==> config.mk <==
export PLATFORM = sky130hd
export DESIGN_NAME = iglc_top
export DESIGN_NICKNAME = d
export VERILOG_FILES = /design/src/rtl/iglc_top.v /design/src/rtl/iglc_chan.v
export VERILOG_INCLUDE_DIRS = /design/src /design/src/rtl
export SDC_FILE = /design/constraint.sdc
export NUM_CORES = 2
export LEC_CHECK = 0
export ABC_AREA = 1
export BUFFER_PORTS_ARGS = -buffer_cell sky130_fd_sc_hd__buf_2
export CAP_MARGIN = 20
export CORE_MARGIN = 2
export CORE_UTILIZATION = 64
export DETAILED_ROUTE_END_ITERATION = 12
export PLACE_DENSITY = 0.82
export SYNTH_ARGS = -nofsm -noshare
export SYNTH_HDL_FRONTEND = slang
export SYNTH_SLANG_ARGS = --single-unit
==> constraint.sdc <==
create_clock -name CLK_SYS -period 6.4 [get_ports CLK_SYS]
set_input_delay 1.6 -clock CLK_SYS [delete_from_list [all_inputs] [get_ports CLK_SYS]]
set_output_delay 1.6 -clock CLK_SYS [all_outputs]
set_load 0.005 [all_outputs]
==> src/rtl/iglc_regs.vh <==
`ifndef IGLC_REGS_VH
`define IGLC_REGS_VH

// ****************************************************************
// register byte offsets
// ****************************************************************
`define IGLC_OFS_LC_ENABLE   8'h00
`define IGLC_OFS_LC_RATE     8'h04
`define IGLC_OFS_LC_HOLD     8'h08
`define IGLC_OFS_LC_THRESH   8'h0C
`define IGLC_OFS_LC_LIMITS   8'h10
`define IGLC_OFS_MAN_DIG     8'h14
`define IGLC_OFS_MAN_ANA     8'h18
`define IGLC_OFS_RANGE_EXT   8'h1C
`define IGLC_OFS_CALIB       8'h20
`define IGLC_OFS_LVL_DET     8'h24
`define IGLC_OFS_GAIN_STAT   8'h28

// ****************************************************************
// field positions
// ****************************************************************
`define IGLC_BIT_HYBRID      4
`define IGLC_BIT_AC_EN       5
`define IGLC_BIT_RE_TMO_EN   11
`define IGLC_BIT_RE_AC_EN    12
`define IGLC_BIT_CAL_AUTO    0
`define IGLC_BIT_CAL_OFS_EN  1
`define IGLC_BIT_CAL_BUSY    2
`define IGLC_BIT_DET_EN      8
`define IGLC_BIT_DET_FLAG    16

// ****************************************************************
// reset values
// ****************************************************************
`define IGLC_RST_LC_ENABLE   32'h0000_0000
`define IGLC_RST_LC_RATE     32'h0000_00F1
`define IGLC_RST_LC_HOLD     32'h0000_0010
`define IGLC_RST_LC_THRESH   32'h0020_E0C0
`define IGLC_RST_LC_LIMITS   32'h0000_F000
`define IGLC_RST_MAN_DIG     32'h8080_8080
`define IGLC_RST_MAN_ANA     32'h0000_0000
`define IGLC_RST_RANGE_EXT   32'h0000_0000
`define IGLC_RST_LVL_DET     32'h0000_0000

// ****************************************************************
// level codes and timing (level unit 0.75 dB, 255 = full scale)
// ****************************************************************
`define IGLC_LVL_FULL        8'hFF
`define IGLC_ANA_UNIT        9'h008
`define IGLC_AC_STEP         9'h004
`define IGLC_RE_FLOOR        8'h78
`define IGLC_DET_MAX_ATT     6'h38
`define IGLC_RE_ATT_LIMIT    3'h6
`define IGLC_RE_TIMEOUT_NS   100000000
`define IGLC_CLK_PERIOD_NS   8
`define IGLC_CALIB_CYCLES    1024

`endif

==> src/rtl/iglc_top.v <==
`timescale 1ns/1ps
`default_nettype none

`include "iglc_regs.vh"

module iglc_top #(
  parameter RE_TIMEOUT_CYCLES = `IGLC_RE_TIMEOUT_NS / `IGLC_CLK_PERIOD_NS
) (
  input  wire        CLK_SYS,
  input  wire        RSTN,
  input  wire        PSEL,
  input  wire        PENABLE,
  input  wire        PWRITE,
  input  wire [7:0]  PADDR,
  input  wire [31:0] PWDATA,
  output reg  [31:0] PRDATA,
  output wire        PREADY,
  output wire        PSLVERR,
  input  wire        SAMPLE_STB,
  input  wire [7:0]  LEVEL_CH0,
  input  wire [7:0]  LEVEL_CH1,
  input  wire [7:0]  LEVEL_CH2,
  input  wire [7:0]  LEVEL_CH3,
  output wire [7:0]  DIG_GAIN_CH0,
  output wire [7:0]  DIG_GAIN_CH1,
  output wire [7:0]  DIG_GAIN_CH2,
  output wire [7:0]  DIG_GAIN_CH3,
  output wire [3:0]  ANA_GAIN_CH0,
  output wire [3:0]  ANA_GAIN_CH1,
  output wire [3:0]  ANA_GAIN_CH2,
  output wire [3:0]  ANA_GAIN_CH3,
  output wire        CALIB_ACTIVE,
  output wire        CALIB_OFFSET_EN,
  output wire        HOST_INTERRUPT_N
);

  // ****************************************************************
  // register file
  // ****************************************************************
  reg  [31:0] level_ctl_enable_reg_ff;
  reg  [31:0] level_ctl_rate_reg_ff;
  reg  [31:0] level_ctl_hold_reg_ff;
  reg  [31:0] thresh_reg_ff;
  reg  [31:0] limits_reg_ff;
  reg  [31:0] manual_dig_ff;
  reg  [31:0] manual_ana_ff;
  reg  [31:0] range_ext_reg_ff;
  reg  [31:0] lvl_det_reg_ff;
  reg         cal_auto_ff;
  reg         cal_ofs_en_ff;
  reg  [10:0] cal_cnt_ff;
  reg  [10:0] nxt_cal_cnt;
  reg         det_flag_ff;
  reg         nxt_det_flag;
  reg         irq_n_ff;
  reg  [31:0] dig_gain_ff;
  reg  [15:0] ana_gain_ff;
  reg  [31:0] nxt_dig_gain;
  reg  [15:0] nxt_ana_gain;
  reg  [11:0] re_att_ff;
  reg  [11:0] nxt_re_att;
  reg  [23:0] re_tmo_ff;
  reg  [23:0] nxt_re_tmo;
  reg         addr_ok;
  reg  [31:0] rd_mux;

  wire        wr_en;
  wire        rd_en;
  wire [31:0] levels;
  wire [35:0] chan_gain;
  wire [3:0]  alc_en;
  wire        hybrid;
  wire [3:0]  re_en;
  wire [7:0]  re_trig;
  wire [2:0]  re_att_max;
  wire [7:0]  ac_thr;
  wire [7:0]  det_thr;
  wire        cal_done;
  wire [3:0]  det_hit;

  localparam [31:0] CAL_LAST_W    = `IGLC_CALIB_CYCLES - 1;
  localparam [31:0] RE_TMO_LAST_W = RE_TIMEOUT_CYCLES - 1;
  localparam [10:0] CAL_LAST      = CAL_LAST_W[10:0];
  localparam [23:0] RE_TMO_LAST   = RE_TMO_LAST_W[23:0];

  assign levels  = {LEVEL_CH3, LEVEL_CH2, LEVEL_CH1, LEVEL_CH0};
  assign wr_en   = PSEL && PENABLE && PWRITE;
  assign rd_en   = PSEL && PENABLE && !PWRITE;
  // zero wait states; unmapped offsets answer with an error
  assign PREADY  = 1'b1;
  assign PSLVERR = PSEL && PENABLE && !addr_ok;

  // range extension wins nothing: level control has priority
  assign alc_en     = level_ctl_enable_reg_ff[3:0];
  assign hybrid     = level_ctl_enable_reg_ff[`IGLC_BIT_HYBRID];
  assign re_en      = range_ext_reg_ff[3:0] & ~alc_en;
  // trigger -90 dB + 6 dB per step: 8 level codes per step
  assign re_trig    = `IGLC_LVL_FULL - `IGLC_RE_FLOOR
                      + {1'b0, range_ext_reg_ff[7:4], 3'b000};
  // 0..36 dB in 6 dB steps, larger codes saturate
  assign re_att_max = (range_ext_reg_ff[10:8] > `IGLC_RE_ATT_LIMIT) ?
                      `IGLC_RE_ATT_LIMIT : range_ext_reg_ff[10:8];
  // anti-clip window below full scale
  assign ac_thr     = `IGLC_LVL_FULL - {5'h00, level_ctl_enable_reg_ff[10:8]}
                      - 8'h01;
  // 0 = full scale, 56 = 1/128 full scale
  assign det_thr    = `IGLC_LVL_FULL - ((lvl_det_reg_ff[5:0] >
                      `IGLC_DET_MAX_ATT) ? {2'b00, `IGLC_DET_MAX_ATT} :
                      {2'b00, lvl_det_reg_ff[5:0]});
  assign cal_done   = cal_auto_ff && (cal_cnt_ff == CAL_LAST);

  assign DIG_GAIN_CH0     = dig_gain_ff[7:0];
  assign DIG_GAIN_CH1     = dig_gain_ff[15:8];
  assign DIG_GAIN_CH2     = dig_gain_ff[23:16];
  assign DIG_GAIN_CH3     = dig_gain_ff[31:24];
  assign ANA_GAIN_CH0     = ana_gain_ff[3:0];
  assign ANA_GAIN_CH1     = ana_gain_ff[7:4];
  assign ANA_GAIN_CH2     = ana_gain_ff[11:8];
  assign ANA_GAIN_CH3     = ana_gain_ff[15:12];
  assign CALIB_ACTIVE     = cal_auto_ff;
  assign CALIB_OFFSET_EN  = cal_ofs_en_ff;
  assign HOST_INTERRUPT_N = irq_n_ff;

  // ****************************************************************
  // gain helpers
  // ****************************************************************
  function [8:0] lim_total;
    input       hyb;
    input       upper;
    input [31:0] lims;
    begin
      if (hyb && upper)
        lim_total = {2'b00, lims[23:20], 3'b000} + {1'b0, lims[15:8]};
      else if (hyb)
        lim_total = {2'b00, lims[19:16], 3'b000} + {1'b0, lims[7:0]};
      else if (upper)
        lim_total = {1'b0, lims[15:8]};
      else
        lim_total = {1'b0, lims[7:0]};
    end
  endfunction

  // analog part of a hybrid total gain, kept in analog limits
  function [3:0] ana_part;
    input [8:0]  tot;
    input [31:0] lims;
    reg   [8:0]  room;
    begin
      room = 9'h000;
      if (tot > {1'b0, lims[15:8]})
        room = tot - {1'b0, lims[15:8]} + 9'h007;
      if (room[8:3] < {2'b00, lims[19:16]})
        ana_part = lims[19:16];
      else if (room[8:3] > {2'b00, lims[23:20]})
        ana_part = lims[23:20];
      else
        ana_part = room[6:3];
    end
  endfunction

  // digital gain minus an analog boost, floored at zero
  function [7:0] dig_less;
    input [8:0] tot;
    input [3:0] ana;
    reg   [8:0] sub;
    reg   [8:0] dif;
    begin
      sub = {2'b00, ana, 3'b000};
      dif = tot - sub;
      // the limits keep the digital part below nine bits
      dig_less = (tot > sub) ? dif[7:0] : 8'h00;
    end
  endfunction

  // ****************************************************************
  // per-channel level control engines
  // ****************************************************************
  genvar g;
  generate
    for (g = 0; g < 4; g = g + 1) begin : gen_chan
      wire [8:0] init_g;
      assign init_g = hybrid ?
        {2'b00, manual_ana_ff[g*4+3:g*4], 3'b000}
        + {1'b0, manual_dig_ff[g*8+7:g*8]} :
        {1'b0, manual_dig_ff[g*8+7:g*8]};
      assign det_hit[g] = levels[g*8+7:g*8] > det_thr;
      iglc_chan u_chan (
        .clk          (CLK_SYS),
        .rstn         (RSTN),
        .sample_stb   (SAMPLE_STB),
        .enable       (alc_en[g]),
        .level        (levels[g*8+7:g*8]),
        .thr_min      (thresh_reg_ff[7:0]),
        .thr_max      (thresh_reg_ff[15:8]),
        .noise_thr    (thresh_reg_ff[23:16]),
        .attack_rate  (level_ctl_rate_reg_ff[3:0]),
        .release_rate (level_ctl_rate_reg_ff[7:4]),
        .hold_len     (level_ctl_hold_reg_ff[7:0]),
        .anticlip_en  (level_ctl_enable_reg_ff[`IGLC_BIT_AC_EN]),
        .anticlip_thr (ac_thr),
        .lim_lo       (lim_total(hybrid, 1'b0, limits_reg_ff)),
        .lim_hi       (lim_total(hybrid, 1'b1, limits_reg_ff)),
        .init_gain    (init_g),
        .total_gain   (chan_gain[g*9+8:g*9])
      );
    end
  endgenerate

  // ****************************************************************
  // range extension and gain outputs
  // ****************************************************************
  integer i;
  always @* begin
    nxt_re_att   = re_att_ff;
    nxt_re_tmo   = re_tmo_ff;
    nxt_dig_gain = manual_dig_ff;
    nxt_ana_gain = manual_ana_ff[15:0];
    for (i = 0; i < 4; i = i + 1) begin
      if (!re_en[i]) begin
        nxt_re_att[i*3 +: 3] = 3'h0;
      end else if (SAMPLE_STB) begin
        if (range_ext_reg_ff[`IGLC_BIT_RE_AC_EN]
            && levels[i*8 +: 8] >= ac_thr) begin
          nxt_re_att[i*3 +: 3] = 3'h0;
        end else if (levels[i*8 +: 8] > re_trig) begin
          if (re_att_ff[i*3 +: 3] != 3'h0)
            nxt_re_att[i*3 +: 3] = re_att_ff[i*3 +: 3] - 3'h1;
        end else if (re_att_ff[i*3 +: 3] < re_att_max) begin
          if (!range_ext_reg_ff[`IGLC_BIT_RE_TMO_EN]
              || re_tmo_ff == RE_TMO_LAST)
            nxt_re_att[i*3 +: 3] = re_att_ff[i*3 +: 3] + 3'h1;
        end
      end
      if (re_att_ff[i*3 +: 3] > re_att_max)
        nxt_re_att[i*3 +: 3] = re_att_max;
      if (alc_en[i]) begin
        // in hybrid, manual fields are read only as starting point; otherwise the analog output stays manual
        if (hybrid) begin
          nxt_ana_gain[i*4 +: 4] = ana_part(chan_gain[i*9 +: 9],
                                            limits_reg_ff);
          nxt_dig_gain[i*8 +: 8] = dig_less(chan_gain[i*9 +: 9],
                                   ana_part(chan_gain[i*9 +: 9],
                                            limits_reg_ff));
        end else begin
          nxt_dig_gain[i*8 +: 8] = chan_gain[i*9 +: 8];
        end
      end else if (re_en[i]) begin
        // equal and opposite: +1 analog code is -8 digital codes
        nxt_ana_gain[i*4 +: 4] = manual_ana_ff[i*4 +: 4]
                                 + {1'b0, re_att_ff[i*3 +: 3]};
        nxt_dig_gain[i*8 +: 8] = dig_less({1'b0, manual_dig_ff[i*8 +: 8]},
                                 {1'b0, re_att_ff[i*3 +: 3]});
      end
    end
    // timeout runs while any channel has range extension enabled
    if (re_en == 4'h0 || re_tmo_ff == RE_TMO_LAST)
      nxt_re_tmo = 24'h000000;
    else
      nxt_re_tmo = re_tmo_ff + 24'h000001;
  end

  // ****************************************************************
  // calibration and level detect
  // ****************************************************************
  always @* begin
    nxt_cal_cnt = cal_auto_ff ? cal_cnt_ff + 11'h001 : 11'h000;
    if (cal_done)
      nxt_cal_cnt = 11'h000;
    // a new event beats a clear in the same cycle
    nxt_det_flag = det_flag_ff;
    if (wr_en && PADDR == `IGLC_OFS_LVL_DET
        && PWDATA[`IGLC_BIT_DET_FLAG])
      nxt_det_flag = 1'b0;
    if (lvl_det_reg_ff[`IGLC_BIT_DET_EN] && det_hit != 4'h0)
      nxt_det_flag = 1'b1;
  end

  always @(posedge CLK_SYS or negedge RSTN) begin
    if (!RSTN) begin
      cal_cnt_ff  <= 11'h000;
      det_flag_ff <= 1'b0;
      irq_n_ff    <= 1'b1;
      re_att_ff   <= 12'h000;
      re_tmo_ff   <= 24'h000000;
      dig_gain_ff <= `IGLC_RST_MAN_DIG;
      ana_gain_ff <= 16'h0000;
    end else begin
      cal_cnt_ff  <= nxt_cal_cnt;
      det_flag_ff <= nxt_det_flag;
      irq_n_ff    <= !nxt_det_flag;
      re_att_ff   <= nxt_re_att;
      re_tmo_ff   <= nxt_re_tmo;
      dig_gain_ff <= nxt_dig_gain;
      ana_gain_ff <= nxt_ana_gain;
    end
  end

  // ****************************************************************
  // apb write side
  // ****************************************************************
  always @(posedge CLK_SYS or negedge RSTN) begin
    if (!RSTN) begin
      level_ctl_enable_reg_ff <= `IGLC_RST_LC_ENABLE;
      level_ctl_rate_reg_ff   <= `IGLC_RST_LC_RATE;
      level_ctl_hold_reg_ff   <= `IGLC_RST_LC_HOLD;
      thresh_reg_ff           <= `IGLC_RST_LC_THRESH;
      limits_reg_ff           <= `IGLC_RST_LC_LIMITS;
      manual_dig_ff           <= `IGLC_RST_MAN_DIG;
      manual_ana_ff           <= `IGLC_RST_MAN_ANA;
      range_ext_reg_ff        <= `IGLC_RST_RANGE_EXT;
      lvl_det_reg_ff          <= `IGLC_RST_LVL_DET;
      cal_auto_ff             <= 1'b0;
      cal_ofs_en_ff           <= 1'b0;
    end else begin
      // finishing clears the bit; a write of 1 in that cycle restarts
      if (cal_done)
        cal_auto_ff <= 1'b0;
      if (wr_en) begin
        case (PADDR)
          `IGLC_OFS_LC_ENABLE: level_ctl_enable_reg_ff <= PWDATA;
          `IGLC_OFS_LC_RATE:   level_ctl_rate_reg_ff   <= PWDATA;
          `IGLC_OFS_LC_HOLD:   level_ctl_hold_reg_ff   <= PWDATA;
          `IGLC_OFS_LC_THRESH: thresh_reg_ff           <= PWDATA;
          `IGLC_OFS_LC_LIMITS: limits_reg_ff           <= PWDATA;
          `IGLC_OFS_MAN_DIG:   manual_dig_ff           <= PWDATA;
          `IGLC_OFS_MAN_ANA:   manual_ana_ff           <= PWDATA;
          `IGLC_OFS_RANGE_EXT: range_ext_reg_ff        <= PWDATA;
          `IGLC_OFS_LVL_DET:   lvl_det_reg_ff          <= PWDATA;
          `IGLC_OFS_CALIB: begin
            if (PWDATA[`IGLC_BIT_CAL_AUTO])
              cal_auto_ff <= 1'b1;
            cal_ofs_en_ff <= PWDATA[`IGLC_BIT_CAL_OFS_EN];
          end
          default: ;
        endcase
      end
    end
  end

  // ****************************************************************
  // apb read side
  // ****************************************************************
  always @* begin
    addr_ok = 1'b1;
    rd_mux  = 32'h0000_0000;
    case (PADDR)
      `IGLC_OFS_LC_ENABLE: rd_mux = level_ctl_enable_reg_ff;
      `IGLC_OFS_LC_RATE:   rd_mux = level_ctl_rate_reg_ff;
      `IGLC_OFS_LC_HOLD:   rd_mux = level_ctl_hold_reg_ff;
      `IGLC_OFS_LC_THRESH: rd_mux = thresh_reg_ff;
      `IGLC_OFS_LC_LIMITS: rd_mux = limits_reg_ff;
      `IGLC_OFS_MAN_DIG:   rd_mux = manual_dig_ff;
      `IGLC_OFS_MAN_ANA:   rd_mux = manual_ana_ff;
      `IGLC_OFS_RANGE_EXT: rd_mux = range_ext_reg_ff;
      `IGLC_OFS_CALIB: begin
        rd_mux[`IGLC_BIT_CAL_AUTO]   = cal_auto_ff;
        rd_mux[`IGLC_BIT_CAL_OFS_EN] = cal_ofs_en_ff;
        rd_mux[`IGLC_BIT_CAL_BUSY]   = cal_auto_ff;
      end
      `IGLC_OFS_LVL_DET: begin
        rd_mux = lvl_det_reg_ff & 32'h0000_013F;
        rd_mux[`IGLC_BIT_DET_FLAG] = det_flag_ff;
      end
      `IGLC_OFS_GAIN_STAT: rd_mux = dig_gain_ff;
      default: addr_ok = 1'b0;
    endcase
  end

  always @(posedge CLK_SYS or negedge RSTN) begin
    if (!RSTN)
      PRDATA <= 32'h0000_0000;
    else if (PSEL && !PENABLE && !PWRITE)
      PRDATA <= rd_mux;
  end

endmodule

`default_nettype wire

==> src/rtl/iglc_chan.v <==
`timescale 1ns/1ps
`default_nettype none

`include "iglc_regs.vh"

module iglc_chan (
  input  wire       clk,
  input  wire       rstn,
  input  wire       sample_stb,
  input  wire       enable,
  input  wire [7:0] level,
  input  wire [7:0] thr_min,
  input  wire [7:0] thr_max,
  input  wire [7:0] noise_thr,
  input  wire [3:0] attack_rate,
  input  wire [3:0] release_rate,
  input  wire [7:0] hold_len,
  input  wire       anticlip_en,
  input  wire [7:0] anticlip_thr,
  input  wire [8:0] lim_lo,
  input  wire [8:0] lim_hi,
  input  wire [8:0] init_gain,
  output wire [8:0] total_gain
);

  reg [8:0] gain_ff;
  reg [8:0] nxt_gain;
  reg [3:0] rate_cnt_ff;
  reg [3:0] nxt_rate_cnt;
  reg [7:0] hold_ff;
  reg [7:0] nxt_hold;
  reg       clip;
  reg       loud;
  reg       quiet;
  reg       gated;

  function [8:0] clamp9;
    input [8:0] v;
    input [8:0] lo;
    input [8:0] hi;
    begin
      if (v < lo)
        clamp9 = lo;
      else if (v > hi)
        clamp9 = hi;
      else
        clamp9 = v;
    end
  endfunction

  assign total_gain = gain_ff;

  always @* begin
    nxt_gain     = clamp9(gain_ff, lim_lo, lim_hi);
    nxt_rate_cnt = rate_cnt_ff;
    nxt_hold     = hold_ff;
    clip  = anticlip_en && (level >= anticlip_thr);
    loud  = level > thr_max;
    quiet = level < thr_min;
    gated = level < noise_thr;
    if (!enable) begin
      nxt_gain     = init_gain;
      nxt_rate_cnt = 4'h0;
      nxt_hold     = 8'h00;
    end else if (sample_stb) begin
      if (clip) begin
        // fast attack near full scale
        nxt_gain     = (nxt_gain > lim_lo + `IGLC_AC_STEP) ?
                       nxt_gain - `IGLC_AC_STEP : lim_lo;
        nxt_rate_cnt = 4'h0;
        nxt_hold     = hold_len;
      end else if (loud) begin
        if (rate_cnt_ff >= attack_rate) begin
          if (nxt_gain > lim_lo)
            nxt_gain = nxt_gain - 9'h001;
          nxt_rate_cnt = 4'h0;
        end else begin
          nxt_rate_cnt = rate_cnt_ff + 4'h1;
        end
        nxt_hold = hold_len;
      end else if (hold_ff != 8'h00) begin
        nxt_hold     = hold_ff - 8'h01;
        nxt_rate_cnt = 4'h0;
      end else if (quiet && !gated) begin
        if (rate_cnt_ff >= release_rate) begin
          if (nxt_gain < lim_hi)
            nxt_gain = nxt_gain + 9'h001;
          nxt_rate_cnt = 4'h0;
        end else begin
          nxt_rate_cnt = rate_cnt_ff + 4'h1;
        end
      end else begin
        // in band or noise gated: gain held
        nxt_rate_cnt = 4'h0;
      end
    end
  end

  always @(posedge clk or negedge rstn) begin
    if (!rstn) begin
      gain_ff     <= 9'h000;
      rate_cnt_ff <= 4'h0;
      hold_ff     <= 8'h00;
    end else begin
      gain_ff     <= nxt_gain;
      rate_cnt_ff <= nxt_rate_cnt;
      hold_ff     <= nxt_hold;
    end
  end

endmodule

`default_nettype wire

# [After elaboration in Yosys (flattened, before gate mapping)]
# Index checks and enable logic that the tools add are counted.
[totals] ff_bits=480 in_bits=78
[classes] add_sub_neg=61 order_cmp=82 n_eq_ne=36 muxes=216 bitwise=2 n_reduce_logical=62
[op_table] cell="9-bit two-way mux" count=70
[op_table] cell="8-bit two-way mux" count=40
[op_table] cell="29-bit one-hot mux with 10 select lines" count=1
[op_table] cell="4-bit two-way mux" count=60
[op_table] cell="9-bit greater-than comparator" count=12
[op_table] cell="3-bit two-way mux" count=33
[op_table] cell="8-bit greater-than comparator" count=12
[op_table] cell="9-bit < comparator" count=8
[op_table] cell="8-bit < comparator" count=8
[op_table] cell="7-bit by 8-bit adder with 9-bit output" count=6
[op_table] cell="9-bit by 3-bit adder with 9-bit output, second input constant" count=5
[op_table] cell="5-bit by 1-bit != test with 1-bit output, second input constant" count=8
[op_table] cell="9-bit by 1-bit adder with 9-bit output, second input constant" count=4
[op_table] cell="9-bit by 7-bit greater-than comparator with 1-bit output" count=4
[op_table] cell="9-bit by 8-bit greater-than comparator with 1-bit output" count=4
[op_table] cell="9-bit by 1-bit subtractor with 9-bit output, second input constant" count=4
[op_table] cell="9-bit by 3-bit subtractor with 9-bit output, second input constant" count=4
[op_table] cell="9-bit by 8-bit subtractor with 9-bit output" count=4
[op_table] cell="3-bit one-hot mux with 11 select lines" count=1
[op_table] cell="8-bit by 5-bit == test with 1-bit output, second input constant" count=4
[op_table] cell="4-bit greater-or-equal comparator" count=8
[op_table] cell="8-bit greater-or-equal comparator" count=4
[op_table] cell="8-bit by 6-bit greater-than comparator with 1-bit output" count=4
[op_table] cell="8-bit nonzero test" count=4
[op_table] cell="44 further kinds" count=147

# [Longest topological paths before layout]
[logic_depth] ltp_word=14 depth_mapped=42

# [Hierarchy]
# A second synthesis with hierarchy kept.
[unflattened] hier_cells=5884 hier_area_um2=42897.4
[by_module_without_submodules] module="iglc_top" n_inst=1 cells_each=3258 area_per_inst_um2=25988.7 seq_area_each_um2=9890.7
[by_module_without_submodules] module="iglc_chan (gen_chan[1].u_chan ...)" n_inst=3 cells_each=649 area_per_inst_um2=4207.8 seq_area_each_um2=525.5
[by_module_without_submodules] module="iglc_chan (gen_chan[0].u_chan)" n_inst=1 cells_each=679 area_per_inst_um2=4285.4 seq_area_each_um2=525.5

# [Worst setup path before layout]
# Ideal clock, no wire load.
[synth_timing] kind="register -> register" startpoint="register limits_reg_ff[16]" endpoint="register gen_chan[0].u_chan.gain_ff[6]" setup_time_ps=120 t_arrival_ps=5430 t_required_ps=6280 setup_slack_ps=849 path_stages_with_launch=36 n_path_buf=2 synth_period_minus_slack_ps=5551 path_cell_list="dfrtp_1 > ha_1 > fa_1 > nand2_1 > inv_1 > nor2_1 > nor2_1 > o21ai_0 > xor2_1 > clkbuf_1 > ha_1 > nand2_1 > nor2_1 > a211oi_1 > nand3_1 > clkbuf_1 > o211ai_1 > o21ai_2 > ha_1 > inv_1 > o21bai_1 > a21oi_1 > o21a_1 > o21a_1 > o21ai_0 > o41ai_1 > inv_1 > nand2_1 > nor3_1 > inv_1 > o21ai_0 > nand3_1 > nand3_1 > nand3_1 > nand2_1 > nand2_1"
[synth_between] elab_chain_len=13
[synth_rtl] element="start: declaration" line_no="iglc_top.v:44" rtl="reg [31:0] limits_reg_ff;"
[synth_rtl] element="start signal: assignment" line_no="iglc_top.v:307" rtl="limits_reg_ff <= `IGLC_RST_LC_LIMITS;"
[synth_rtl] element="7-bit by 8-bit adder with 9-bit output *"
[synth_rtl] element="9-bit two-way mux *" line_no="iglc_top.v:134" rtl="else if (hyb)"
[synth_rtl] element="9-bit < comparator" line_no="iglc_chan.v:42" rtl="if (v < lo)"
[synth_rtl] element="9-bit two-way mux" line_no="iglc_chan.v:42"
[synth_rtl] element="9-bit by 1-bit adder with 9-bit output / 9-bit < comparator (equally long branches)" line_no="iglc_chan.v:87, iglc_chan.v:86"
[synth_rtl] element="9-bit two-way mux" line_no="iglc_chan.v:86" rtl="if (nxt_gain < lim_hi)"
[synth_rtl] element="9-bit two-way mux" line_no="iglc_chan.v:85" rtl="if (rate_cnt_ff >= release_rate) begin"
[synth_rtl] element="9-bit two-way mux" line_no="iglc_chan.v:84" rtl="end else if (quiet && !gated) begin"
[synth_rtl] element="9-bit two-way mux" line_no="iglc_chan.v:81" rtl="end else if (hold_ff != 8'h00) begin"
[synth_rtl] element="9-bit two-way mux" line_no="iglc_chan.v:72" rtl="end else if (loud) begin"
[synth_rtl] element="9-bit two-way mux" line_no="iglc_chan.v:66" rtl="if (clip) begin"
[synth_rtl] element="9-bit two-way mux *" line_no="iglc_chan.v:65" rtl="end else if (sample_stb) begin"
[synth_rtl] element="9-bit two-way mux *" line_no="iglc_chan.v:61" rtl="if (!enable) begin"
[synth_rtl] element="net gen_chan[0].u_chan.nxt_gain[6]" line_no="iglc_chan.v:27" rtl="reg [8:0] nxt_gain;"
[synth_rtl] element="end signal: assignment" line_no="iglc_chan.v:105" rtl="gain_ff <= nxt_gain;"
[synth_rtl] element="end: declaration" line_no="iglc_chan.v:26" rtl="reg [8:0] gain_ff;"
# The timed path passes the listed nets; every way through them passes the cells marked *.
# A chain may end at the register's enable or synchronous reset.

# [Final worst setup path]
[layout_timing] startpoint="register limits_reg_ff[9]" endpoint="register dig_gain_ff[25]"
[layout_between] elab_chain_len=14
[layout_rtl] element="9-bit by 8-bit subtractor with 9-bit output" line_no="iglc_top.v:151" rtl="room = tot - {1'b0, lims[15:8]} + 9'h007;"
[layout_rtl] element="9-bit by 3-bit adder with 9-bit output" line_no="iglc_top.v:151"
[layout_rtl] element="9-bit two-way mux *" line_no="iglc_top.v:150" rtl="if (tot > {1'b0, lims[15:8]})"
[layout_rtl] element="9-bit two-way mux *" line_no="iglc_top.v:238" rtl="if (hybrid) begin"
[layout_rtl] element="9-bit two-way mux *" line_no="iglc_top.v:236" rtl="if (alc_en[i]) begin"
[layout_rtl] element="6-bit by 4-bit greater-than comparator with 1-bit output" line_no="iglc_top.v:154" rtl="else if (room[8:3] > {2'b00, lims[23:20]})"
[layout_rtl] element="4-bit two-way mux" line_no="iglc_top.v:154"
[layout_rtl] element="4-bit two-way mux *" line_no="iglc_top.v:152" rtl="if (room[8:3] < {2'b00, lims[19:16]})"
[layout_rtl] element="4-bit two-way mux *" line_no="iglc_top.v:238"
[layout_rtl] element="4-bit two-way mux *" line_no="iglc_top.v:236"
[layout_rtl] element="9-bit by 7-bit greater-than comparator with 1-bit output *" line_no="iglc_top.v:171" rtl="dig_less = (tot > sub) ? dif[7:0] : 8'h00;"
[layout_rtl] element="8-bit two-way mux *" line_no="iglc_top.v:171"
[layout_rtl] element="8-bit two-way mux *" line_no="iglc_top.v:238"
[layout_rtl] element="8-bit two-way mux *" line_no="iglc_top.v:236"
[layout_rtl] element="net nxt_dig_gain[25]" line_no="iglc_top.v:58" rtl="reg [31:0] nxt_dig_gain;"
[layout_rtl] element="end signal: assignment" line_no="iglc_top.v:285" rtl="dig_gain_ff <= `IGLC_RST_MAN_DIG;"
[layout_rtl] element="end signal: assignment" line_no="iglc_top.v:293" rtl="dig_gain_ff <= nxt_dig_gain;"
[layout_rtl] element="end: declaration" line_no="iglc_top.v:56" rtl="reg [31:0] dig_gain_ff;"
# The timed path passes the listed nets; every way through them passes the cells marked *. The select of a mux whose other input is x is not followed.

==> qor.yml <==
synth_top_cell_area_share: 0.2887
drv_slew: 0
drt_iter0_drc: 5434
critPathMaxFanout: 8
grt_setup_unrepaired: "false"
core_mm2: 0.06047
grt_pass1_vias: 37520
yosys.cell_types.count: 74
peakVddDrop_v: 0.0002275
die_y_um: 251.7
wl_met2_um: 63380
synth_area_mm2: 0.03927
stdcell_count: 6197
preCtsSetupSlack_ns: 0.3580
cts.clk_slew.worst_paths_ns: 0.07
crit_path_end_kind: "flop"
syn_inst: 5193
layout_setup_ws_ns: 0.3753
whs_ns: 0.4535
synth_commonest_cells: "nand2_1 (1131), inv_1 (618), o21ai_0 (585)"
layout-drive-gt1-share: 0.1067
yosys.cell_count.top_type: "nand2_1"
dp.cells: 6086
synthFlopType: "dfrtp_1"
crit_top_cell: "o21ai_0"
final_util: 0.7156
critical_path_required_ns: 6.95
fin_skew_ns: 0.05312
hp-class: "flop to flop"
async_reset_ff_frac: 1.000
rr_worst_depth: 26
ys_warn_count: 0
nNetsFinal: 5985
cts_tree: "done"
hpwl_um: 116400
drt-pass1-iter-count: 6
clk_latency_ns: 0.66
avgRoutedWirePerCell_um: 24.87
fmaxAchievable_mhz: 166.0
cts_buffers: 54
die_area_mm2: 0.06336
worstSetupPathType: "flop to flop"
critical_path_buf_inv_count: 3
ioPinCount: 163
arrival_ns: 6.58
max_stage_delay_ns: 0.60
crit_family: "compound AO/OA/AOI/OAI gates"
drv_cap: 0
ant_nets: 0
power_density_mw_per_mm2: 245.7
synth_area_leaders: "dfrtp_1 (29%), ha_1 (16%), nand2_1 (11%)"
portBuffers: 161
startpoint_type: "flop"
route.met3.wl_um: 20630
setup_viol: 0
routed_wl_um: 154100
outcome: "complete, no violations"
synth.net_count: 5813
leakagePower_nw: 21.56
synth-seq-cells: 478
rows: 90
worst-path-stages: 26
synth_edf_count: 0
place_congestion: 1.069
relSlewSlack: 0.1888
topRoutingLayerUsed: "met5"
seq_area_frac_synth: 0.3054
grt_overflow: 0
yosys.area.top_type: "dfrtp_1"
cts-root-buf: "clkbuf_16"
vias: 40630
die_x_um: 251.7
min_period_ns: 6.025
ctsLongestPathBuffers: 3
initial_utilization: 0.6494
via_per_inst: 6.557
grt_start_max_net_pins: 140
crit_slowest_cell: "a22oi_1"
cts_hold_buf: 0
cts.sinks: 478
grt_pass1_wl_um: 230900
avgSynthCellArea_um2: 7.562
fin_crit_sh: 0.9414
syn_to_final_growth_pct: 10.19
hold_violations: 0
drc_errors: 0
tns_ns: 0
htree_num_levels: 2
holdPathStages: 1
antenna_found_initial: 9
grtUsageTotal: 0.4833
wl_met1_um: 57520
worst_slew_pin_slew_ns: 1.204
-- per-layer routing --
metal,GRT usage,up-vias
li1,-,18180
met4,0.3253,14
met5,0,-
met2,0.7022,2828
met3,0.1205,651
met1,0.6379,18960
-- sequential cells by signal, indices dropped and copies added, names as in the netlist, 12 cells and up --
signal,count
PRDATA,32
dig_gain_ff,32
level_ctl_enable_reg_ff,32
limits_reg_ff,32
gen_chan.u_chan.hold_ff,32
range_ext_reg_ff,32
level_ctl_hold_reg_ff,32
ana_gain_ff,16
gen_chan.u_chan.rate_cnt_ff,16
level_ctl_rate_reg_ff,32
re_tmo_ff,24
thresh_reg_ff,32
manual_dig_ff,32
manual_ana_ff,32
gen_chan.u_chan.total_gain,36
re_att_ff,12
-- logic make-up (layout without fill, tap and decap cells) --
| group | Yosys count | count (layout) | share of synthesized area |
|---|---|---|---|
| AND/OR/NAND/NOR | 1932 | 1932 | 0.2133 |
| AO/OA/AOI/OAI | 1323 | 1323 | 0.1967 |
| buffers and inverters | 803 | 1020 | 0.07854 |
| adder cells (fa/ha/maj) | 542 | 542 | 0.1784 |
| flip-flops | 478 | 478 | 0.3054 |
| XOR/XNOR | 79 | 79 | 0.01762 |
| multiplexers | 35 | 35 | 0.009908 |
| other | 1 | 6 | 0.00009549 |
-- report_power, final --
group	switching, W	total, W	internal (W)
combinational	0.00277	0.00415	0.00138
clock	0.00143	0.00335	0.00191
sequential	0.0000649	0.00313	0.00307
-- what timing repair did --
item / 4_1_cts / 5_1_grt
endpoints found under the setup margin: 0 / 23
setup buffers: 0 / 2
resized for setup: 0 / 3
-- layout by cell type (no fill, tap or decap), types with 30 or more instances in the layout --
master | Yosys | routed
dfrtp_1 | 453 | 451
nand2_1 | 1131 | 1123
nand2_2 | 24 | 32
ha_1 | 512 | 512
nor2_1 | 273 | 267
nand3_1 | 258 | 258
inv_1 | 618 | 616
o21ai_0 | 585 | 584
a21oi_1 | 323 | 322
a221oi_1 | 65 | 65
o211ai_1 | 67 | 67
nor3_1 | 64 | 64
buf_2 | 12 | 160
o22ai_1 | 65 | 65
mux2_2 | 31 | 31
nand4_1 | 80 | 80
buf_4 | 2 | 102
fa_1 | 30 | 30
clkbuf_16 | 0 | 54
xor2_1 | 54 | 53
o21ai_1 | 30 | 31
-- per-stage QoR --
step                instance area, um2  total power (W)
finish                           43270          0.01063
global route                     43260          0.01121
CTS                              43180          0.01048
detailed placement               41300         0.007166
global placement                 41280         0.007133
floorplan                        39270         0.006063
-- cell type report --
cell class,instances,area (um2)
multi-input combinational,3912,24250
fill,4968,17200
sequential,478,12000
inverter,649,2442
timing repair buffer,270,1714
clock buffer,67,1450
tap,782,978.4
clock inverter,34,434.2
antenna,5,12.51
-- path summary, 6_finish.rpt --
check | start | to | slack, ns
hold reg to reg | re_tmo_ff[0] | re_tmo_ff[0] | 0.45
max in group asynchronous | RSTN | limits_reg_ff[9] | 4.22
setup reg to reg | limits_reg_ff[9] | dig_gain_ff[25] | 0.38
hold / removal | re_tmo_ff[0] | re_tmo_ff[0] | 0.45
min in group asynchronous | RSTN | range_ext_reg_ff[15] | 0.86
setup / recovery | limits_reg_ff[9] | dig_gain_ff[25] | 0.38
Power figures use the tool's default switching activity.
